### config.mk
export PLATFORM = sky130hd
export DESIGN_NAME = bacr_regs
export DESIGN_NICKNAME = d
export VERILOG_FILES = /design/src/bacr_pkg.sv /design/src/bacr_timer.sv /design/src/bacr_regs.sv
export SDC_FILE = /design/constraint.sdc
export NUM_CORES = 1
export LEC_CHECK = 0
export BUFFER_PORTS_ARGS = -buffer_cell sky130_fd_sc_hd__buf_2
export CORE_MARGIN = 1.5
export CORE_UTILIZATION = 40
export DETAILED_ROUTE_END_ITERATION = 8
export GPL_ROUTABILITY_DRIVEN = 0
export GPL_TIMING_DRIVEN = 1
export SYNTH_ARGS = -nofsm -noshare
export SYNTH_HDL_FRONTEND = slang
export SYNTH_HIERARCHICAL = 1
export SYNTH_SLANG_ARGS = --single-unit
### constraint.sdc
create_clock -name SYS_CLK_IN -period 2.9 [get_ports SYS_CLK_IN]
set_input_delay 0.58 -clock SYS_CLK_IN [delete_from_list [all_inputs] [get_ports SYS_CLK_IN]]
set_output_delay 0.58 -clock SYS_CLK_IN [all_outputs]
set_load 0.05 [all_outputs]
### src/bacr_pkg.sv
package bacr_pkg;

   // ----------------------------------------------------------------
   // register offsets
   // ----------------------------------------------------------------
   localparam logic [9:0] HOST_INTERFACE_OPTIONS_OFS        = 10'h106;
   localparam logic [9:0] ALARM_PIN_AND_TIMEOUT_CONFIG_OFS  = 10'h143;
   localparam logic [9:0] SPARE_CONFIG_OFS                  = 10'h144;
   localparam logic [9:0] GPIO_PULL_CONFIG_OFS              = 10'h145;
   localparam logic [9:0] ALARM_MASKING_AND_RAMP_CONFIG_OFS = 10'h146;
   localparam logic [9:0] OSCILLATOR_TRIM_AND_ROLE_OFS      = 10'h147;
   localparam logic [9:0] CLOCK_FORCE_CONTROL_OFS           = 10'h14f;
   localparam logic [9:0] PART_IDENTIFIER_OFS               = 10'h201;
   localparam logic [9:0] SILICON_REVISION_VARIANT_OFS      = 10'h202;
   localparam logic [9:0] CUSTOMER_IDENTIFIER_OFS           = 10'h203;
   localparam logic [9:0] FUSE_SETTINGS_REVISION_OFS        = 10'h204;

   // ----------------------------------------------------------------
   // field positions
   // ----------------------------------------------------------------
   localparam int IF_TYPE_BIT         = 7;
   localparam int HIGH_SPEED_BIT      = 6;
   localparam int FAST_PLUS_BIT       = 5;
   localparam int STUCK_RESET_BIT     = 4;
   localparam int ALARM_FUNCTION_BIT  = 2;
   localparam int ALARM_DRIVE_BIT     = 1;
   localparam int ALARM_POLARITY_BIT  = 0;
   localparam int ALARM_HOLD_BIT      = 7;
   localparam int ALARM_RELEASE_BIT   = 6;
   localparam int RAMP_MASK_LSB       = 4;
   localparam int READY_ENABLE_BIT    = 3;
   localparam int KEEP_RAMP_PORT_BIT  = 2;
   localparam int RAMP_INCREMENT_BIT  = 1;
   localparam int OSC_TRIM_LSB        = 4;
   localparam int STANDALONE_BIT      = 0;
   localparam int CLOCK_FORCE_BIT     = 0;

   // ----------------------------------------------------------------
   // writable bits and reset values
   // ----------------------------------------------------------------
   localparam logic [7:0] HOST_INTERFACE_WMASK  = 8'h70;
   localparam logic [7:0] ALARM_PIN_WMASK       = 8'h1f;
   localparam logic [7:0] SPARE_WMASK           = 8'hff;
   localparam logic [7:0] GPIO_PULL_WMASK       = 8'h7f;
   localparam logic [7:0] ALARM_MASKING_WMASK   = 8'hfe;
   localparam logic [7:0] OSC_TRIM_ROLE_WMASK   = 8'h31;
   localparam logic [7:0] CLOCK_FORCE_WMASK     = 8'h01;
   localparam logic [7:0] CONFIG_RESET          = 8'h00;

   // ----------------------------------------------------------------
   // timing
   // ----------------------------------------------------------------
   localparam int CLK_PERIOD_NS     = 50;
   localparam int STUCK_TIME_MS     = 35;
   localparam int HOLD_TIME_US      = 100;
   localparam int RELEASE_TIME_US   = 250;
   localparam int EXTRA_SHORT_US    = 2;
   localparam int EXTRA_MID_US      = 10;
   localparam int EXTRA_LONG_US     = 50;
   localparam int STUCK_CYC   = (STUCK_TIME_MS * 1000000 + CLK_PERIOD_NS - 1) / CLK_PERIOD_NS;
   localparam int HOLD_CYC    = (HOLD_TIME_US * 1000 + CLK_PERIOD_NS - 1) / CLK_PERIOD_NS;
   localparam int RELEASE_CYC = (RELEASE_TIME_US * 1000 + CLK_PERIOD_NS - 1) / CLK_PERIOD_NS;
   localparam int EXTRA_SHORT_CYC = (EXTRA_SHORT_US * 1000 + CLK_PERIOD_NS - 1) / CLK_PERIOD_NS;
   localparam int EXTRA_MID_CYC   = (EXTRA_MID_US * 1000 + CLK_PERIOD_NS - 1) / CLK_PERIOD_NS;
   localparam int EXTRA_LONG_CYC  = (EXTRA_LONG_US * 1000 + CLK_PERIOD_NS - 1) / CLK_PERIOD_NS;

   // ----------------------------------------------------------------
   // carriers
   // ----------------------------------------------------------------
   typedef struct packed {
      logic [9:0] addr;
      logic       wr;
      logic       rd;
      logic [7:0] wdata;
   } bacr_req_t;

   typedef struct packed {
      logic buck_en;
      logic ramp_active;
      logic ramp_down_done;
      logic power_good;
      logic over_current;
      logic irq;
   } bacr_rail_t;

   typedef struct packed {
      logic       permanent_high_speed_enable;
      logic       fast_plus_timing_enable;
      logic [6:0] pull_enable;
      logic       ramp_increment_select;
      logic [1:0] oscillator_trim;
      logic       standalone;
      logic       clock_force;
      logic       pin_three_mode_lock;
   } bacr_cfg_t;

endpackage

### src/bacr_timer.sv
`timescale 1ns/100ps
module bacr_timer #(
   parameter int W = 11
) (
   // clock and reset
   input  wire logic         clk_in,
   input  wire logic         rst_n_in,
   // control
   input  wire logic         load_in,
   input  wire logic [W-1:0] count_in,
   // status
   output logic              busy_out
);

   logic [W-1:0] cnt;

   initial begin
      if (W < 1) $error("timer width must be at least one");
   end

   assign busy_out = (cnt != '0);

   always_ff @(posedge clk_in) begin
      if (!rst_n_in) cnt <= '0;
      else if (load_in) cnt <= count_in;
      else if (busy_out) cnt <= cnt - W'(1);
   end

endmodule // bacr_timer

### src/bacr_regs.sv
// Operation
// read-only bit seven reports interface kind
// bit six forces permanent high-speed two-wire
// bit five selects fast-mode-plus timing
// stuck low clock resets two-wire logic
// bit two selects alarm pin function
// bit one selects push-pull or open-drain
// bit zero selects alarm active level
// pull bits six to zero per GPIO
// hold bit masks over-current after valid
// release pin after delay or ramp-down
// mask field masks over-current during ramps
// ready bit drives pin three, locks mode
// clear ramp port enable unless kept
// step bit selects 10 or 20 mV
// trim field raises oscillator frequency
// role bit selects companion or stand-alone
// force bit keeps oscillator and fuse clock
// host sets page before upper registers
// reserved bits read zero, writes ignored
`timescale 1ns/100ps
module bacr_regs
   import bacr_pkg::*;
#(
   parameter int         STUCK_CYCLES   = STUCK_CYC,
   parameter int         RELEASE_CYCLES = RELEASE_CYC,
   parameter logic [7:0] PART_CODE      = 8'h5a,  // arbitrary value
   parameter logic [3:0] MASK_REVISION  = 4'h1,   // arbitrary value
   parameter logic [3:0] VARIANT_CODE   = 4'h2,   // arbitrary value
   parameter logic [7:0] CUSTOMER_CODE  = 8'h00,  // arbitrary value
   parameter logic [7:0] FUSE_VERSION   = 8'h01   // arbitrary value
) (
   // clock and reset
   input  wire logic        SYS_CLK_IN,
   input  wire logic        RST_N_IN,
   // register access from the serial engine
   input  wire bacr_req_t   REG_REQ_IN,
   output logic [7:0]       REG_RDATA_OUT,
   // pins
   input  wire logic        IF_TYPE_STRAP_IN,
   input  wire logic        SERIAL_CLK_IN,
   // rail status
   input  wire bacr_rail_t  RAIL_STATUS_IN,
   // alarm pin
   output logic             ALARM_OUTPUT_PIN_OUT,
   output logic             ALARM_OUTPUT_PIN_OE_OUT,
   // pin three ready indication
   output logic             PIN_THREE_READY_OUT,
   // control outputs
   output logic             TWO_WIRE_RESET_OUT,
   output logic             RAMP_PORT_CLEAR_OUT,
   output bacr_cfg_t        CFG_OUT
);

   localparam int SW = $clog2(STUCK_CYCLES + 1);
   localparam int RW = $clog2(RELEASE_CYCLES + 1);
   localparam int HW = $clog2(HOLD_CYC + 1);

   initial begin
      if (STUCK_CYCLES < 2) $error("STUCK_CYCLES too small");
      if (RELEASE_CYCLES < 1) $error("RELEASE_CYCLES too small");
   end

   // ----------------------------------------------------------------
   // registers
   // ----------------------------------------------------------------
   logic [7:0] host_interface_options;
   logic [7:0] alarm_pin_and_timeout_config;
   logic [7:0] spare_config;
   logic [7:0] gpio_pull_config;
   logic [7:0] alarm_masking_and_ramp_config;
   logic [7:0] oscillator_trim_and_role;
   logic [7:0] clock_force_control;
   logic       if_type;
   logic       strap_taken;
   logic [1:0] strap_sync;
   logic [1:0] sclk_sync;

   wire wr = REG_REQ_IN.wr;
   wire [7:0] wd = REG_REQ_IN.wdata;
   wire hit_if    = (REG_REQ_IN.addr == HOST_INTERFACE_OPTIONS_OFS);
   wire hit_alarm = (REG_REQ_IN.addr == ALARM_PIN_AND_TIMEOUT_CONFIG_OFS);
   wire hit_spare = (REG_REQ_IN.addr == SPARE_CONFIG_OFS);
   wire hit_pull  = (REG_REQ_IN.addr == GPIO_PULL_CONFIG_OFS);
   wire hit_mask  = (REG_REQ_IN.addr == ALARM_MASKING_AND_RAMP_CONFIG_OFS);
   wire hit_osc   = (REG_REQ_IN.addr == OSCILLATOR_TRIM_AND_ROLE_OFS);
   wire hit_clk   = (REG_REQ_IN.addr == CLOCK_FORCE_CONTROL_OFS);
   wire hit_part  = (REG_REQ_IN.addr == PART_IDENTIFIER_OFS);
   wire hit_rev   = (REG_REQ_IN.addr == SILICON_REVISION_VARIANT_OFS);
   wire hit_cust  = (REG_REQ_IN.addr == CUSTOMER_IDENTIFIER_OFS);
   wire hit_fuse  = (REG_REQ_IN.addr == FUSE_SETTINGS_REVISION_OFS);

   wire [7:0] rd_value =
      hit_if    ? ((host_interface_options & HOST_INTERFACE_WMASK)
                   | (8'(if_type) << IF_TYPE_BIT)) :
      hit_alarm ? (alarm_pin_and_timeout_config & ALARM_PIN_WMASK) :
      hit_spare ? spare_config :
      hit_pull  ? (gpio_pull_config & GPIO_PULL_WMASK) :
      hit_mask  ? (alarm_masking_and_ramp_config & ALARM_MASKING_WMASK) :
      hit_osc   ? (oscillator_trim_and_role & OSC_TRIM_ROLE_WMASK) :
      hit_clk   ? (clock_force_control & CLOCK_FORCE_WMASK) :
      hit_part  ? PART_CODE :
      hit_rev   ? {MASK_REVISION, VARIANT_CODE} :
      hit_cust  ? CUSTOMER_CODE :
      hit_fuse  ? FUSE_VERSION : 8'h00;

   // reserved bits never stored
   always_ff @(posedge SYS_CLK_IN) begin
      if (!RST_N_IN) begin
         host_interface_options        <= CONFIG_RESET;
         alarm_pin_and_timeout_config  <= CONFIG_RESET;
         spare_config                  <= CONFIG_RESET;
         gpio_pull_config              <= CONFIG_RESET;
         alarm_masking_and_ramp_config <= CONFIG_RESET;
         oscillator_trim_and_role      <= CONFIG_RESET;
         clock_force_control           <= CONFIG_RESET;
      end else if (wr) begin
         if (hit_if) host_interface_options <= wd & HOST_INTERFACE_WMASK;
         if (hit_alarm) alarm_pin_and_timeout_config <= wd & ALARM_PIN_WMASK;
         if (hit_spare) spare_config <= wd & SPARE_WMASK;
         if (hit_pull) gpio_pull_config <= wd & GPIO_PULL_WMASK;
         if (hit_mask) alarm_masking_and_ramp_config <= wd & ALARM_MASKING_WMASK;
         if (hit_osc) oscillator_trim_and_role <= wd & OSC_TRIM_ROLE_WMASK;
         if (hit_clk) clock_force_control <= wd & CLOCK_FORCE_WMASK;
      end
   end

   always_ff @(posedge SYS_CLK_IN) begin
      if (!RST_N_IN) REG_RDATA_OUT <= 8'h00;
      else if (REG_REQ_IN.rd) REG_RDATA_OUT <= rd_value;
   end

   // ----------------------------------------------------------------
   // interface kind strap and pin synchronisers
   // ----------------------------------------------------------------
   always_ff @(posedge SYS_CLK_IN) begin
      if (!RST_N_IN) begin
         strap_sync <= 2'h0;
         sclk_sync  <= 2'h3;
      end else begin
         strap_sync <= {strap_sync[0], IF_TYPE_STRAP_IN};
         sclk_sync  <= {sclk_sync[0], SERIAL_CLK_IN};
      end
   end

   // strap caught once, after the synchroniser has filled
   logic [1:0] strap_wait;
   always_ff @(posedge SYS_CLK_IN) begin
      if (!RST_N_IN) begin
         strap_wait  <= 2'h0;
         strap_taken <= 1'b0;
         if_type     <= 1'b0;
      end else if (!strap_taken) begin
         strap_wait <= strap_wait + 2'h1;
         if (strap_wait == 2'h2) begin
            if_type     <= strap_sync[1];
            strap_taken <= 1'b1;
         end
      end
   end

   // ----------------------------------------------------------------
   // stuck serial clock watchdog
   // ----------------------------------------------------------------
   logic [SW-1:0] stuck_cnt;
   wire stuck_en  = alarm_pin_and_timeout_config[STUCK_RESET_BIT];
   wire stuck_hit = (stuck_cnt == SW'(STUCK_CYCLES - 1));

   always_ff @(posedge SYS_CLK_IN) begin
      if (!RST_N_IN) begin
         stuck_cnt          <= '0;
         TWO_WIRE_RESET_OUT <= 1'b0;
      end else begin
         TWO_WIRE_RESET_OUT <= stuck_en && !sclk_sync[1] && stuck_hit;
         if (!stuck_en || sclk_sync[1]) stuck_cnt <= '0;
         else if (!(stuck_cnt == SW'(STUCK_CYCLES))) stuck_cnt <= stuck_cnt + SW'(1);
      end
   end

   // ----------------------------------------------------------------
   // rail event detection and timers
   // ----------------------------------------------------------------
   logic pg_d;
   logic ramp_d;
   logic buck_d;
   always_ff @(posedge SYS_CLK_IN) begin
      if (!RST_N_IN) begin
         pg_d   <= 1'b0;
         ramp_d <= 1'b0;
         buck_d <= 1'b0;
      end else begin
         pg_d   <= RAIL_STATUS_IN.power_good;
         ramp_d <= RAIL_STATUS_IN.ramp_active;
         buck_d <= RAIL_STATUS_IN.buck_en;
      end
   end

   wire       hold_en   = alarm_masking_and_ramp_config[ALARM_HOLD_BIT];
   wire       rel_sel   = alarm_masking_and_ramp_config[ALARM_RELEASE_BIT];
   wire [1:0] mask_sel  = alarm_masking_and_ramp_config[RAMP_MASK_LSB +: 2];
   wire       pg_rise   = RAIL_STATUS_IN.power_good && !pg_d;
   wire       ramp_fall = !RAIL_STATUS_IN.ramp_active && ramp_d;
   wire       buck_fall = !RAIL_STATUS_IN.buck_en && buck_d;

   wire [HW-1:0] extra_cnt =
      (mask_sel == 2'h1) ? HW'(EXTRA_SHORT_CYC) :
      (mask_sel == 2'h2) ? HW'(EXTRA_MID_CYC) : HW'(EXTRA_LONG_CYC);

   logic hold_busy;
   logic extra_busy;
   logic rel_busy;
   bacr_timer #(.W(HW)) u_hold (
      .clk_in   (SYS_CLK_IN),
      .rst_n_in (RST_N_IN),
      .load_in  (pg_rise && hold_en),
      .count_in (HW'(HOLD_CYC)),
      .busy_out (hold_busy)
   );

   bacr_timer #(.W(HW)) u_extra (
      .clk_in   (SYS_CLK_IN),
      .rst_n_in (RST_N_IN),
      .load_in  (ramp_fall && (mask_sel != 2'h0)),
      .count_in (extra_cnt),
      .busy_out (extra_busy)
   );

   bacr_timer #(.W(RW)) u_release (
      .clk_in   (SYS_CLK_IN),
      .rst_n_in (RST_N_IN),
      .load_in  (buck_fall),
      .count_in (RW'(RELEASE_CYCLES)),
      .busy_out (rel_busy)
   );

   // ----------------------------------------------------------------
   // alarm pin
   // ----------------------------------------------------------------
   wire ramp_mask = (mask_sel != 2'h0)
                    && (RAIL_STATUS_IN.ramp_active || ramp_d || extra_busy);
   wire hold_mask = hold_busy || (pg_rise && hold_en);
   wire oc_shown  = RAIL_STATUS_IN.over_current && !hold_mask && !ramp_mask;
   wire func_sel  = alarm_pin_and_timeout_config[ALARM_FUNCTION_BIT];
   wire drive_od  = alarm_pin_and_timeout_config[ALARM_DRIVE_BIT];
   wire pol_high  = alarm_pin_and_timeout_config[ALARM_POLARITY_BIT];
   wire alarm_act = func_sel ? (oc_shown || !RAIL_STATUS_IN.power_good)
                             : RAIL_STATUS_IN.irq;
   wire released  = !RAIL_STATUS_IN.buck_en && !buck_fall
                    && (rel_sel ? RAIL_STATUS_IN.ramp_down_done : !rel_busy);
   wire pin_level = pol_high ? alarm_act : !alarm_act;
   wire next_oe   = !released && (!drive_od || !pin_level);
   wire next_pin  = drive_od ? 1'b0 : pin_level;

   always_ff @(posedge SYS_CLK_IN) begin
      if (!RST_N_IN) begin
         ALARM_OUTPUT_PIN_OUT    <= 1'b0;
         ALARM_OUTPUT_PIN_OE_OUT <= 1'b0;
      end else begin
         ALARM_OUTPUT_PIN_OUT    <= next_pin;
         ALARM_OUTPUT_PIN_OE_OUT <= next_oe;
      end
   end

   // ----------------------------------------------------------------
   // ramp interface side effects and configuration outputs
   // ----------------------------------------------------------------
   wire ready_en = alarm_masking_and_ramp_config[READY_ENABLE_BIT];
   wire keep_rp  = alarm_masking_and_ramp_config[KEEP_RAMP_PORT_BIT];

   always_ff @(posedge SYS_CLK_IN) begin
      if (!RST_N_IN) begin
         PIN_THREE_READY_OUT <= 1'b0;
         RAMP_PORT_CLEAR_OUT <= 1'b0;
      end else begin
         PIN_THREE_READY_OUT <= ready_en && RAIL_STATUS_IN.ramp_active;
         RAMP_PORT_CLEAR_OUT <= buck_fall && !keep_rp;
      end
   end

   always_comb begin
      CFG_OUT.permanent_high_speed_enable = host_interface_options[HIGH_SPEED_BIT];
      CFG_OUT.fast_plus_timing_enable     = host_interface_options[FAST_PLUS_BIT];
      CFG_OUT.pull_enable                 = gpio_pull_config[6:0];
      CFG_OUT.ramp_increment_select       = alarm_masking_and_ramp_config[RAMP_INCREMENT_BIT];
      CFG_OUT.oscillator_trim             = oscillator_trim_and_role[OSC_TRIM_LSB +: 2];
      CFG_OUT.standalone                  = oscillator_trim_and_role[STANDALONE_BIT];
      CFG_OUT.clock_force                 = clock_force_control[CLOCK_FORCE_BIT];
      CFG_OUT.pin_three_mode_lock         = ready_en;
   end
endmodule // bacr_regs

==> PnR_summary.wiki <==
{| class="wikitable"
! Metric !! Value
|-
| Result of the run || complete, no violations
|-
| Initial DRC count || between 300 and 400
|-
| Share of synthesized area occupied by flip-flops and latches || 0.4038
|-
| MaxCap Viol Count || 0
|-
| Post-CTS setup buffers || 0
|-
| Post-detailed-route count of antenna-violating nets || 0
|-
| Horizontal die dimension || about 120 um
|-
| Clock-pin slew on the worst setup and hold paths || around 0.050 ns
|-
| Largest net degree at the start of global routing || 46
|-
| Setup repair after global routing missed its margin || no
|-
| Die Footprint || approximately 15000 um2
|-
| Avg Cell Area, Syn || 9.008 um2
|-
| Cell count of the worst reg-to-reg path || 10
|-
| Post-placement cell area || between 6000 and 7000 um2
|-
| Gate count after technology mapping || ~620
|-
| Site Rows || 43
|-
| Slew Limit Fails || 0
|-
| Setup-failing EPs final || 0
|-
| Final cell count without fillers || 897
|-
| Power consumption || 5.598 mW
|-
| Final net count || between 700 and 800
|-
| Final instance area || 6680 um2
|-
| Main combinational cell family by area after synthesis || simple AND/OR/NAND/NOR gates
|-
| Xor and xnor fraction of the mapped netlist area || 0.05471
|-
| Worst-Margin Slew || about 0.77 ns
|-
| Hold bufs inserted after CTS || 0
|-
| Worst Hold Margin || approximately 0.38 ns
|-
| Peak ir drop on the vdd network || 0.5863 mV
|-
| Number of hold-slack violations in the final timing report || 0
|-
| Number of H-tree levels || 4
|-
| Type of the worst min-delay path || input port to register
|-
| Number of sinks handled by clock tree synthesis || between 100 and 150
|-
| Minimum clock period || about 2.6 ns
|-
| Global-route wire length before repair || between 20000 and 25000 um
|-
| Effective utilization at floorplan || 0.4068
|-
| Core Util, Final || 0.4850
|-
| Number of flops mapped to enable cells by yosys || 0
|-
| Crit Path Max Fanout || 9
|-
| Number of buffers on the longest clock path || 2
|-
| Synth Cell Area || about 5600 um2
|-
| Mux contribution to synthesized area || 0.06476
|-
| Number of port buffers || 57
|-
| Number of global-route vias before repair || 4556
|-
| Launching element type of the critical path || register
|-
| Remaining design rule violation count || 0
|-
| Leakage component of the power || 2.803 nW
|-
| Cells taking the most area after synthesis || sky130_fd_sc_hd__dfxtp_1 40%, sky130_fd_sc_hd__mux2i_1 6.1%, sky130_fd_sc_hd__nor2_1 5.0%
|-
| CTS tree || built
|-
| Ratio of cells with drive above 1 in the final layout || 0.1844
|-
| Compound-cell area share of the yosys netlist || 0.1273
|-
| Fill cell total of the finished layout || ~1300
|-
| Routed length per instance || around 15 um
|-
| Grt total ovfl || 0
|-
| Synth warnings || 6
|-
| Synthesis-to-layout area growth || 19.23%
|-
| Post-placement cell count || about 870
|-
| Main flop type after synthesis || sky130_fd_sc_hd__dfxtp_1
|-
| Total of flip-flops plus latches after synthesis || 113
|-
| Worst hold stages || 2
|-
| Detailed-router iteration count before antenna repair || 5
|-
| Total Routing Usage GR || 0.1893
|-
| Fraction of synthesized cell area taken by the top area cell type || 0.4038
|-
| Most instantiated library cell after synthesis || sky130_fd_sc_hd__dfxtp_1
|-
| Unique cell type count in the Yosys netlist || 79
|-
| Chip height || between 100 and 150 um
|-
| Headroom to the max-slew limit || 0.4830
|-
| Placed wire-length estimate || about 9300 um
|-
| Required @ worst endpoint || ~3.2 ns
|-
| Simple-gate portion of the synthesized area || 0.2767
|-
| Clk root buf || sky130_fd_sc_hd__clkbuf_16
|-
| Post-route clock skew || approximately 0.0063 ns
|-
| Number of vias in the routed layout || ~4700
|-
| Most area-hungry cell type in the Yosys netlist || sky130_fd_sc_hd__dfxtp_1
|-
| Pre-CTS setup slack || ~0.32 ns
|-
| Source-to-sink clock delay at the later pin of the worst-skew pair || 0.41 ns
|-
| Final worst slack || ~0.28 ns
|-
| Pwr Density || roughly 840 nW/um2
|-
| Class of the most critical setup path || register to register
|-
| Fraction of registers with async set or reset after synthesis || 0
|-
| Number of ports placed on the die boundary || 58
|-
| Fmax || roughly 380 MHz
|-
| Antenna violations before repair || 1
|-
| Total detailed-routing wirelength || 13060 um
|-
| Post-Route Setup TNS || 0 ns
|-
| Commonest cells post-synth || 113 x sky130_fd_sc_hd__dfxtp_1, 74 x sky130_fd_sc_hd__nor2_1, 43 x sky130_fd_sc_hd__nand2_1
|-
| CTS buffer count || 17
|-
| Fin crit share || 0.9043
|-
| Post-synthesis share of cell area spent on full adders, half adders and majority gates || 0.02233
|-
| Gates resized, CTS repair || 0
|-
| Placeable Area || between 10000 and 15000 um2
|-
| Number of vias per cell || 5.262
|-
| CP Data Arrival Time || ~3.0 ns
|-
| Worst setup EP type || register
|}
final timing paths:
check	from	end	slack [ns]
min reg2reg	sclk_sync[0]	sclk_sync[1]	0.41
max	u_extra/cnt[0]	ALARM_OUTPUT_PIN_OUT	0.28
max reg2reg	u_extra/cnt[0]	ALARM_OUTPUT_PIN_OUT	0.28
min	IF_TYPE_STRAP_IN	strap_sync[0]	0.38
sequential cells by signal, summed over array words and instances, names as in the netlist, 2 cells and up:
register / flops
alarm_masking_and_ramp_config: 7
host_interface_options: 3
u_extra/cnt: 11
sclk_sync: 2
alarm_pin_and_timeout_config: 5
spare_config: 8
REG_RDATA_OUT: 8
gpio_pull_config: 7
strap_sync: 2
strap_wait: 2
oscillator_trim_and_role: 3
stuck_cnt: 20
u_release/cnt: 13
u_hold/cnt: 11
routing by layer:
metal	GRT usage	wire length (um)	part of all wire
met5	0	0	0
met4	0.07353	189	0.014
met3	0.06062	608	0.047
met2	0.3023	6262	0.48
met1	0.2369	5995	0.46
cell families (layout without fill, tap and decap cells):
logic type,count (synthesis),count (layout)
AOI/OAI and AO/OA,105,105
xor gates and xnor gates,35,35
adders and majority gates,10,10
buffers and inverters,55,121
DFF,113,113
muxes,35,35
other,2,31
and+or+nand+nor,267,267
power by group:
part / internal [mW] / switching, mW
Clock: 1.32 / 0.704
Combinational: 0.710 / 0.840
Sequential: 1.78 / 0.244
critical path, cell delays in order, from the launching register on:
cell and delay (ns):
sky130_fd_sc_hd__dfxtp_1 0.33, sky130_fd_sc_hd__inv_1 0.08, sky130_fd_sc_hd__ha_1 0.21, sky130_fd_sc_hd__or4b_1 0.64, sky130_fd_sc_hd__nor4_4 0.30, sky130_fd_sc_hd__inv_2 0.09
sky130_fd_sc_hd__nor3_1 0.16, sky130_fd_sc_hd__o2111ai_1 0.13, sky130_fd_sc_hd__a31oi_1 0.21, sky130_fd_sc_hd__xnor2_1 0.15, sky130_fd_sc_hd__nor3b_1 0.22
cell usage in the layout (no fill, tap or decap), drive strengths merged, types with 4 or more instances in the layout:
cell type  netlist  routed
or4              6       6
conb             2      30
o221a            4       4
ha              10      10
buf             16      65
or3              5       5
clkinvlp         0       4
and2             8       8
nand2b           6       6
a31oi            7       7
or3b             4       4
nor3b            5       5
and3             8       8
inv             25      25
nor3            15      15
nand4           15      15
a21oi           21      21
xnor2           24      24
a21boi           4       4
clkbuf          14      21
nor2b            9       9
nand2           43      43
dfxtp          113     113
nor4            15      15
o21ai           29      29
nand3           40      40
nor2            74      74
clkinv           0       4
xor2            11      11
mux2i           34      34
nor4bb           4       4
o31ai           13      13
final cells by class:
cell class                      instances  area (um2)  share of cell area
Clock inverter                         10       110.1             0.01648
Tap cell                              180       225.2             0.03371
Multi-Input combinational cell        482        3171              0.4746
Inverter                               25       93.84             0.01405
Antenna cell                            1       2.502           0.0003746
Timing Repair Buffer                   65       345.3             0.05170
Clock buffer                           21       470.5             0.07043
Sequential cell                       113        2262              0.3386
Power figures use the tool's default switching activity.
